File: src/hdl/tws_cfg.svh
// constants for the two-wire slave with potentiometer memory
// assumes inclusion by bare name from the top and the bench
`ifndef TWS_CFG_SVH
`define TWS_CFG_SVH
// core clock rate in MHz (40 ns period)
`define TWS_CLK_MHZ 25
// internally timed write, in microseconds (plain default)
`define TWS_WRITE_TIME_US 10000
// device-type code, arbitrary neutral value
`define TWS_DEV_TYPE 4'h5
// wiper locations in the byte memory
`define TWS_ADDR_POT_ONE 8'hF8
`define TWS_ADDR_POT_ZERO 8'hF9
// reset contents
`define TWS_MEM_RESET 8'h00
`define TWS_WIPER_RESET 8'hFF
// pot zero range limit
`define TWS_POT0_MAX 8'h63
// page write length in bytes
`define TWS_PAGE_BYTES 4'h8
// bits per byte on the wire
`define TWS_BYTE_BITS 4'h8
`define TWS_MACK_BIT 4'h9
`endif

File: src/hdl/tws_pkg.sv
// types shared by the two-wire slave and its page buffer
// assumes tws_cfg.svh holds all numeric constants
package tws_pkg;
    // protocol states, one-hot
    typedef enum logic [6:0] {
        TWS_IDLE = 7'b0000001,
        TWS_ADDR = 7'b0000010,
        TWS_WORD = 7'b0000100,
        TWS_WDATA = 7'b0001000,
        TWS_RDATA = 7'b0010000,
        TWS_HOLD = 7'b0100000,
        TWS_SPARE = 7'b1000000
    } tws_state_t;
    // one buffered page-write entry
    typedef struct packed {
        logic [7:0] addr;
        logic [7:0] data;
    } tws_wr_t;
endpackage

File: src/hdl/tws_slave.sv
// two-wire slave front end, page buffer and 256-byte memory
// assumes scl and sda arrive asynchronous; sda wired-and outside
// Summary of operation
// - pointer holds last access address plus one
// - pointer wraps from top to bottom
// - read address ack then send pointed byte
// - master ack keeps next byte coming
// - master nack ends read; release data line
// - data fall with clock high starts
// - data rise with clock high stops
// - data changes only while clock low
// - bytes plus ninth acknowledge bit
// - ack drives data low through clock high
// - first byte: type, select, direction, msb first
// - respond only when select bits match pins
// - direction one reads, zero writes
// - ack address only after full match
// - repeated start begins new transfer
// - write protect blocks memory and wiper changes
// - wipers are memory bytes at two addresses
// - pot zero has 100 positions
// - pot one spans full byte
// - pot zero codes above range give top
// - write sends word address then data, acked
// - page up to eight, committed at stop
// - busy write cycle ignores bus, no ack
// - address mismatch gives no ack, idle

`include "tws_cfg.svh"

// page buffer: plain synchronous fifo with flush
module tws_fifo
    import tws_pkg::*;
#(
    parameter int WIDTH = 16,
    parameter int DEPTH = 16
) (
    input wire logic core_clk_in,
    input wire logic rstn_in,
    input wire logic flush_in,
    input wire logic in_valid_in,
    output logic in_ready_out,
    input wire logic [WIDTH-1:0] in_data_in,
    output logic out_valid_out,
    input wire logic out_ready_in,
    output logic [WIDTH-1:0] out_data_out
);
    localparam int AW = $clog2(DEPTH);

    // refuse depths the pointer wrap cannot serve
    generate
        if (DEPTH < 2 || (DEPTH & (DEPTH - 1)) != 0) begin : g_bad
            $error("tws_fifo depth must be a power of two");
        end
    endgenerate

    logic [WIDTH-1:0] store [DEPTH]; // entry storage
    logic [AW:0] wr_ptr; // extra bit tells full from empty
    logic [AW:0] rd_ptr;
    wire do_push;
    wire do_pop;
    wire full_w;
    wire empty_w;

    // honest flags from pointer compare
    assign full_w = (wr_ptr[AW] != rd_ptr[AW]) && (wr_ptr[AW-1:0] == rd_ptr[AW-1:0]);
    assign empty_w = (wr_ptr == rd_ptr);
    assign in_ready_out = ~full_w;
    assign out_valid_out = ~empty_w;
    assign do_push = in_valid_in & ~full_w;
    assign do_pop = out_ready_in & ~empty_w;
    assign out_data_out = store[rd_ptr[AW-1:0]];

    // pointers; flush drops everything held
    always_ff @(posedge core_clk_in or negedge rstn_in) begin
        if (!rstn_in) begin
            wr_ptr <= '0;
            rd_ptr <= '0;
        end else if (flush_in) begin
            wr_ptr <= '0;
            rd_ptr <= '0;
        end else begin
            if (do_push) begin
                wr_ptr <= wr_ptr + 1'b1;
            end
            if (do_pop) begin
                rd_ptr <= rd_ptr + 1'b1;
            end
        end
    end

    // storage needs no reset
    always_ff @(posedge core_clk_in) begin
        if (do_push) begin
            store[wr_ptr[AW-1:0]] <= in_data_in;
        end
    end
endmodule

// top: slave protocol engine with memory and wiper outputs
module tws_slave
    import tws_pkg::*;
#(
    parameter int WRITE_CYCLES = `TWS_WRITE_TIME_US * `TWS_CLK_MHZ,
    parameter int FIFO_DEPTH = 16
) (
    input wire logic core_clk_in,
    input wire logic rstn_in,
    input wire logic scl_in,
    input wire logic sda_in,
    output logic sda_out,
    output logic sda_oe_out,
    input wire logic write_protect_pin_in,
    input wire logic device_select_pin_msb_in,
    input wire logic device_select_pin_mid_in,
    input wire logic device_select_pin_lsb_in,
    output logic [7:0] pot_one_wiper_out,
    output logic [6:0] pot_zero_wiper_out,
    output logic busy_out
);
    // refuse timer lengths the counter cannot hold, and buffers smaller than a page
    generate
        if (WRITE_CYCLES < 1 || WRITE_CYCLES > 16777215) begin : g_bad
            $error("tws_slave write time out of range");
        end
        if (FIFO_DEPTH < 8) begin : g_small
            $error("tws_slave buffer must hold a page");
        end
    endgenerate

    // pin synchronisers, two flops each
    logic [1:0] scl_sync;
    logic [1:0] sda_sync;
    logic [1:0] wp_sync;
    logic [2:0] sel_sync1;
    logic [2:0] sel_sync2;
    logic scl_d; // previous synced clock
    logic sda_d; // previous synced data

    always_ff @(posedge core_clk_in or negedge rstn_in) begin
        if (!rstn_in) begin
            scl_sync <= 2'h3;
            sda_sync <= 2'h3;
            wp_sync <= 2'h3; // open pin reads as protected
            sel_sync1 <= 3'h0;
            sel_sync2 <= 3'h0;
            scl_d <= 1'b1;
            sda_d <= 1'b1;
        end else begin
            scl_sync <= {scl_sync[0], scl_in};
            sda_sync <= {sda_sync[0], sda_in};
            wp_sync <= {wp_sync[0], write_protect_pin_in};
            sel_sync1 <= {device_select_pin_msb_in, device_select_pin_mid_in, device_select_pin_lsb_in};
            sel_sync2 <= sel_sync1;
            scl_d <= scl_sync[1];
            sda_d <= sda_sync[1];
        end
    end

    // bus events from synced lines
    wire scl_now = scl_sync[1];
    wire sda_now = sda_sync[1];
    wire scl_rise = scl_now & ~scl_d;
    wire scl_fall = ~scl_now & scl_d;
    wire start_ev = scl_now & scl_d & sda_d & ~sda_now;
    wire stop_ev = scl_now & scl_d & ~sda_d & sda_now;
    wire protect = wp_sync[1];

    // protocol state
    tws_state_t state;
    logic [3:0] bit_cnt; // bits seen in current byte
    logic [7:0] shreg; // received byte
    logic [7:0] tx_byte; // byte being sent
    logic in_ack; // ninth bit in progress (receive)
    logic master_ack; // sampled master ack (read)
    logic read_dir; // direction of this transfer
    logic [7:0] ptr; // word address pointer
    logic [3:0] page_cnt; // bytes taken in this page
    logic oe_q; // pull data low when set
    logic committing; // draining buffer into memory
    logic [23:0] wtimer; // internally timed write
    logic [7:0] mem [256]; // byte memory incl. wipers

    // timed write or drain makes the part deaf
    wire busy = committing | (wtimer != 24'h0);

    // received-byte decode, evaluated at the ninth fall
    wire byte_done = scl_fall & (bit_cnt == `TWS_BYTE_BITS) & ~in_ack;
    wire ack_end = scl_fall & in_ack;
    wire addr_match = (shreg[7:4] == `TWS_DEV_TYPE) && (shreg[3:1] == sel_sync2);
    wire rx_state = (state == TWS_ADDR) | (state == TWS_WORD) | (state == TWS_WDATA);

    // buffer handshake
    tws_wr_t push_entry;
    tws_wr_t pop_entry;
    wire buf_in_ready;
    wire buf_out_valid;
    wire page_room = (page_cnt < `TWS_PAGE_BYTES);
    wire push_req = byte_done & (state == TWS_WDATA) & ~protect & page_room;
    wire buf_flush = start_ev & ~busy; // unfinished page dropped
    wire pop_take = committing & buf_out_valid;

    assign push_entry.addr = ptr;
    assign push_entry.data = shreg;

    tws_fifo #(
        .WIDTH(16),
        .DEPTH(FIFO_DEPTH)
    ) u_page_buf (
        .core_clk_in(core_clk_in),
        .rstn_in(rstn_in),
        .flush_in(buf_flush),
        .in_valid_in(push_req),
        .in_ready_out(buf_in_ready),
        .in_data_in(push_entry),
        .out_valid_out(buf_out_valid),
        .out_ready_in(committing),
        .out_data_out(pop_entry)
    );

    // a byte refused by a full buffer is dropped, still acked and not counted
    wire push_ok = push_req & buf_in_ready;

    // commit control: stop with buffered data starts drain
    always_ff @(posedge core_clk_in or negedge rstn_in) begin
        if (!rstn_in) begin
            committing <= 1'b0;
            wtimer <= 24'h0;
        end else if (committing) begin
            if (!buf_out_valid) begin
                committing <= 1'b0;
                wtimer <= 24'(WRITE_CYCLES);
            end
        end else if (wtimer != 24'h0) begin
            wtimer <= wtimer - 24'h1;
        end else if (stop_ev && buf_out_valid && !protect) begin
            committing <= 1'b1;
        end
    end

    // memory: wipers reset to top, rest to zero
    always_ff @(posedge core_clk_in or negedge rstn_in) begin
        if (!rstn_in) begin
            for (int i = 0; i < 256; i++) begin
                mem[i] <= (i == `TWS_ADDR_POT_ONE || i == `TWS_ADDR_POT_ZERO) ? `TWS_WIPER_RESET : `TWS_MEM_RESET;
            end
        end else if (pop_take) begin
            mem[pop_entry.addr] <= pop_entry.data;
        end
    end

    // wiper outputs from their memory bytes, pot zero clipped to its top
    wire [7:0] pot0_raw = mem[`TWS_ADDR_POT_ZERO];
    wire [7:0] pot0_clip = (pot0_raw > `TWS_POT0_MAX) ? `TWS_POT0_MAX : pot0_raw;

    // wiper flops; codes never exceed the pot range
    always_ff @(posedge core_clk_in or negedge rstn_in) begin
        if (!rstn_in) begin
            pot_one_wiper_out <= `TWS_WIPER_RESET;
            pot_zero_wiper_out <= 7'(`TWS_POT0_MAX);
        end else begin
            pot_one_wiper_out <= mem[`TWS_ADDR_POT_ONE];
            pot_zero_wiper_out <= pot0_clip[6:0];
        end
    end

    // next-state values of the protocol engine
    tws_state_t next_state;
    logic [3:0] next_bit_cnt;
    logic [7:0] next_shreg;
    logic [7:0] next_tx;
    logic [7:0] next_ptr;
    logic [3:0] next_page_cnt;
    logic next_in_ack;
    logic next_mack;
    logic next_dir;
    logic next_oe;

    // protocol sequencing on sampled scl edges
    always_comb begin
        next_state = state;
        next_bit_cnt = bit_cnt;
        next_shreg = shreg;
        next_tx = tx_byte;
        next_ptr = ptr;
        next_page_cnt = page_cnt;
        next_in_ack = in_ack;
        next_mack = master_ack;
        next_dir = read_dir;
        next_oe = oe_q;
        if (start_ev) begin
            // repeated start also lands here
            next_state = busy ? TWS_IDLE : TWS_ADDR;
            next_bit_cnt = 4'h0;
            next_in_ack = 1'b0;
            next_page_cnt = 4'h0;
            next_oe = 1'b0;
        end else if (stop_ev) begin
            next_state = TWS_IDLE;
            next_oe = 1'b0;
        end else if (rx_state) begin
            if (scl_rise && bit_cnt < `TWS_BYTE_BITS && !in_ack) begin
                // sample while clock high, msb first
                next_shreg = {shreg[6:0], sda_now};
                next_bit_cnt = bit_cnt + 4'h1;
            end else if (byte_done) begin
                // ninth bit: decide acknowledge
                next_in_ack = 1'b1;
                next_oe = 1'b1;
                unique case (state)
                    TWS_ADDR: begin
                        if (addr_match) begin
                            next_dir = shreg[0];
                        end else begin
                            next_state = TWS_IDLE;
                            next_oe = 1'b0;
                            next_in_ack = 1'b0;
                        end
                    end
                    TWS_WORD: begin
                        next_ptr = shreg;
                    end
                    TWS_WDATA: begin
                        next_ptr = ptr + 8'h1;
                        if (push_ok) begin
                            next_page_cnt = page_cnt + 4'h1;
                        end
                    end
                    default: begin
                        next_state = TWS_IDLE;
                    end
                endcase
            end else if (ack_end) begin
                // release after ack low was held through high
                next_in_ack = 1'b0;
                next_bit_cnt = 4'h0;
                next_oe = 1'b0;
                if (state == TWS_ADDR && read_dir) begin
                    next_state = TWS_RDATA;
                    next_tx = {mem[ptr][6:0], 1'b0};
                    next_oe = ~mem[ptr][7];
                    next_ptr = ptr + 8'h1;
                    next_bit_cnt = 4'h1;
                end else if (state == TWS_ADDR) begin
                    next_state = TWS_WORD;
                end else begin
                    next_state = TWS_WDATA;
                end
            end
        end else if (state == TWS_RDATA) begin
            if (scl_fall && bit_cnt < `TWS_BYTE_BITS) begin
                // change data only after clock falls
                next_oe = ~tx_byte[7];
                next_tx = {tx_byte[6:0], 1'b0};
                next_bit_cnt = bit_cnt + 4'h1;
            end else if (scl_fall && bit_cnt == `TWS_BYTE_BITS) begin
                next_oe = 1'b0; // master owns the ninth bit
                next_bit_cnt = `TWS_MACK_BIT;
            end else if (scl_rise && bit_cnt == `TWS_MACK_BIT) begin
                next_mack = ~sda_now;
            end else if (scl_fall && bit_cnt == `TWS_MACK_BIT) begin
                if (master_ack) begin
                    // next incremented byte
                    next_tx = {mem[ptr][6:0], 1'b0};
                    next_oe = ~mem[ptr][7];
                    next_ptr = ptr + 8'h1;
                    next_bit_cnt = 4'h1;
                end else begin
                    // leave line high for the stop
                    next_state = TWS_IDLE;
                    next_oe = 1'b0;
                end
            end
        end
    end

    // protocol registers; pointer survives between transfers
    always_ff @(posedge core_clk_in or negedge rstn_in) begin
        if (!rstn_in) begin
            state <= TWS_IDLE;
            bit_cnt <= 4'h0;
            shreg <= 8'h00;
            tx_byte <= 8'h00;
            ptr <= 8'h00;
            page_cnt <= 4'h0;
            in_ack <= 1'b0;
            master_ack <= 1'b0;
            read_dir <= 1'b0;
            oe_q <= 1'b0;
        end else begin
            state <= next_state;
            bit_cnt <= next_bit_cnt;
            shreg <= next_shreg;
            tx_byte <= next_tx;
            ptr <= next_ptr;
            page_cnt <= next_page_cnt;
            in_ack <= next_in_ack;
            master_ack <= next_mack;
            read_dir <= next_dir;
            oe_q <= next_oe;
        end
    end

    // open drain: only ever pulls low
    assign sda_out = 1'b0;
    assign sda_oe_out = oe_q;
    assign busy_out = busy;
endmodule

File: config.mk
export PLATFORM = sky130hd
export DESIGN_NAME = tws_slave
export DESIGN_NICKNAME = d
export VERILOG_FILES = /design/src/hdl/tws_pkg.sv /design/src/hdl/tws_slave.sv
export VERILOG_INCLUDE_DIRS = /design/src /design/src/hdl
export SDC_FILE = /design/constraint.sdc
export NUM_CORES = 2
export LEC_CHECK = 0
export BUFFER_PORTS_ARGS = -buffer_cell sky130_fd_sc_hd__buf_2
export CELL_PAD_IN_SITES_DETAIL_PLACEMENT = 2
export CELL_PAD_IN_SITES_GLOBAL_PLACEMENT = 2
export CORE_UTILIZATION = 45
export DETAILED_ROUTE_END_ITERATION = 10
export GPL_ROUTABILITY_DRIVEN = 0
export PLACE_DENSITY_LB_ADDON = 0.1
export SETUP_SLACK_MARGIN = 0.02
export SYNTH_ARGS = -nofsm -noshare
export SYNTH_HDL_FRONTEND = slang
export SYNTH_SLANG_ARGS = --single-unit
File: constraint.sdc
create_clock -name core_clk_in -period 7.48 [get_ports core_clk_in]
set_input_delay 1.122 -clock core_clk_in [delete_from_list [all_inputs] [get_ports core_clk_in]]
set_output_delay 1.122 -clock core_clk_in [all_outputs]
set_load 0.005 [all_outputs]
==> flow_metrics.py <==
metrics = {
    "outcome": {
        "status": "finished with violations",
        "failed_checks": "max-capacitance violations, max-slew violations",
    },
    "timing": {
        "rsz0062_at_grt": "no",
        "fmax_mhz": 187,
        "period_share_pct": 71.6,
        "setup-violations-final": 0,
        "slew_headroom_pct": -2.10,
        "slew_viol_final": 11,
        "hold_viol": 0,
        "tns_ns": 0,
        "fin_skew_ns": 0.0541,
        "fin_ws_ns": 2.13,
        "period_needed_ns": 5.35,
        "worstMarginPinSlew_ns": 1.53,
    },
    "clock_tree": {
        "clockBufferDepth": 4,
        "cts_tree": "yes",
        "cts-root-buf": "clkbuf_16",
        "insertion_delay_ns": 0.94,
        "ctsHoldBuffers": 0,
        "clock_sinks": 2408,
        "cts_post_setup_buffers_inserted": 0,
        "clk_pin_slew_ns": 0.06,
        "htree_levels": 5,
        "numCtsBuffers": 289,
        "cts-resized-gates": 0,
    },
    "synthesis": {
        "seq_area_frac_synth_pct": 56.7,
        "ys_types": 89,
        "netlist_area_mm2": 0.109,
        "syn_area_per_cell_um2": 15.8,
        "synth_edf_count": 256,
        "syn_nets": 6888,
        "yosys_warnings": 0,
        "ys.flop_type": "dfrtp_1",
        "ys_ff_latch": 2408,
        "async_flop_share_pct": 89.4,
        "synthCells": 6869,
    },
    "worst_setup_path": {
        "worstReg2RegStart": "u_page_buf.rd_ptr[0]$_DFFE_PN0P_",
        "ff2ff_setup_slack_ns": 2.13,
        "cp.arrival_ns": 6.14,
        "required_ns": 8.27,
        "r2r_cells": 9,
        "cp-start-kind": "register",
        "r2r-end": "mem[1954]$_DFFE_PN0P_",
        "worst-setup-path-type": "register to register",
        "cp-end-kind": "register",
        "worstPathMaxFanout": 43,
    },
    "die": {
        "ios": 26,
        "die_h_um": 493,
        "core_mm2": 0.239,
        "die_w_um": 493,
        "dieArea_mm2": 0.243,
        "start_util_pct": 45.5,
        "placementRows": 179,
    },
    "grt": {
        "grt.busiest_layer": "met2",
        "grt_pass1_wl_mm": 514,
        "grt_usage_pct": 29.0,
        "grt_max_degree": 177,
        "overflow": 0,
        "grt_pass1_vias": 70200,
        "gr-usage-met3_pct": 4.13,
        "antenna_found_initial": 18,
        "grt_use_met2_pct": 46.5,
        "grt_use_met1_pct": 40.3,
    },
    "routing": {
        "wl_per_cell_um": 34.1,
        "wirelength_mm": 348,
        "vias": 63000,
        "drc": 0,
        "firstDrtPassIters": 5,
        "drt_iter0_markers": 4043,
        "antenna_left": 0,
        "via_per_inst": 6.17,
    },
    "placement": {
        "io_buffer_count": 24,
        "placed_cell_area_mm2": 0.112,
        "pre_cts_slack_ns": 2.12,
        "dp_hpwl_mm": 222,
    },
    "pwr": {
        "p_leak_nw": 55.2,
        "ir_worst_vdd_mv": 0.211,
        "p_seq_share_pct": 49.3,
        "combPwrFrac_pct": 1.2,
        "switchingPower_w": 0.00585,
        "clkPwrFrac_pct": 49.5,
        "swShare_pct": 21.6,
        "p_int_w": 0.0212,
        "power_density_mw_per_mm2": 223,
    },
    "flow_run": {
        "max-cap-violations": 1,
    },
    "layout": {
        "finish.instance_area_mm2": 0.121,
        "fin_nets": 6876,
        "area_growth_pct": 11.6,
        "drive_above_1_share_pct": 49.1,
    },
    "min_path": {
        "hold_class": "input port to async pin",
    },
}
## final cells by class
class | count | area (µm²)
fillers | 21300 | 118000
well taps | 3167 | 3960
inverters | 21 | 86.3
repair buffers | 201 | 1790
multi-input cells | 3936 | 44900
clock buffers | 419 | 8270
flip-flops and latches | 2408 | 61600
diodes | 6 | 15.0
clock inverters | 56 | 508
## worst max-delay path: stages (launching register included)
cell,delay [ns]
dfrtp_4,1.01
mux4_2,0.60
mux2i_1,0.46
nand3b_1,0.16
o21ai_1,0.17
buf_4,0.25
nand3b_1,0.78
buf_4,0.55
nor3_2,0.74
mux2_2,0.42
## cell families after synthesis
kind of cell    share of synthesized area (%)
mux                                      35.0
flops                                    56.7
simple gates                             3.86
buf+inv                                  2.01
compound gates                           2.04
xor+xnor                                0.242
fa+ha+maj                               0.127
other cells                           0.00345
## layer usage
layer | part of all wire, % | vias to the layer above
li1 | - | 25800
met1 | 43 | 35200
met2 | 48 | 1428
met3 | 4.8 | 578
met4 | 4.0 | 4
met5 | 0.0078 | -
## stage by stage
stage                     instances  hold WS (ns)  power (W)  util (%)
after floorplan                6869         0.331     0.0136         -
after global placement         9733         0.340     0.0139      47.1
after detailed placement       9733         0.339     0.0139      47.1
after CTS                     10200         0.259     0.0274      50.8
after global routing          10200         0.283     0.0278      50.8
final                         10200         0.309     0.0271      50.8
## how the worst max path moves through the flow
stage | start | end | cells past startpoint | slack (ns)
after global routing | u_page_buf.rd_ptr[0]$_DFFE_PN0P_ | mem[1987]$_DFFE_PN0P_ | 6 | 2.00
after floorplan | bit_cnt[0]$_DFFE_PN0P_ | u_page_buf.store[1][0]$_DFFE_PP_ | 8 | 3.79
after CTS | u_page_buf.rd_ptr[0]$_DFFE_PN0P_ | mem[1954]$_DFFE_PN0P_ | 9 | 2.10
after global placement | u_page_buf.rd_ptr[0]$_DFFE_PN0P_ | mem[1954]$_DFFE_PN0P_ | 9 | 2.29
final | u_page_buf.rd_ptr[0]$_DFFE_PN0P_ | mem[1954]$_DFFE_PN0P_ | 9 | 2.13
after detailed placement | u_page_buf.rd_ptr[0]$_DFFE_PN0P_ | mem[1954]$_DFFE_PN0P_ | 9 | 2.12
## synthesized netlist by cell type (all sizes together) (25+ instances only)
cell | count | area share [%]
a211oi | 51 | 0.35
a21oi | 37 | 0.17
a22oi | 37 | 0.26
and2 | 47 | 0.27
buf | 162 | 0.76
clkbuf | 342 | 1.2
dfrtp | 2115 | 49
dfstp | 37 | 0.90
edfxtp | 256 | 7.1
mux2 | 2079 | 22
mux2i | 120 | 1.1
mux4 | 594 | 12
nand2 | 253 | 0.87
nand2b | 36 | 0.21
nand3 | 39 | 0.20
nor2 | 197 | 0.87
nor2b | 25 | 0.14
nor3 | 54 | 0.39
o21ai | 68 | 0.31
o22ai | 38 | 0.22
## power by group through the flow
stage	logic (W)	registers (W)	clock network, W
2_1_floorplan	0.0000489	0.0135	0
3_3_place_gp	0.000330	0.0136	0
3_5_place_dp	0.000346	0.0136	0
4_1_cts	0.000348	0.0133	0.0137
5_1_grt	0.000379	0.0133	0.0141
6_report	0.000330	0.0133	0.0134
## layout by cell type (no fill, tap or decap), drive strengths merged, types with 7 or more instances in the layout
cell     Yosys  final
inv         20     27
o2111ai      8      8
edfxtp     256    256
nand3       39     39
bufinv       0      8
and3        17     17
o31ai        7      7
mux2i      120    120
nand3b      12     12
a211oi      51     51
dfstp       37     37
buf        162    201
a31oi        9      9
mux4       594    594
clkinv       1     41
or2         12     12
xor2        14     14
o21ai       68     68
a2111oi     19     19
clkbuf     342    419
nand2      253    253
or3         12     12
nor2b       25     25
and2        47     47
nand2b      36     36
xnor2       16     16
nor4        24     24
o22ai       38     38
or4          9      9
dfrtp     2115   2115
mux2      2079   2079
nor2       197    197
a21oi       37     37
ha          11     11
nor3        54     54
nor4b        8      8
a22oi       37     37
nand4       18     18
## registers in the layout, summed over array words and instances (netlist names), 7 cells and up
name                cells
mem                  2040
pot0_raw                8
pot_one_wiper_out       8
pot_zero_wiper_out      7
ptr                     8
shreg                   8
tx_byte                 7
u_page_buf.store      256
wtimer                 24
No activity file was read; power rests on OpenSTA's default activity.
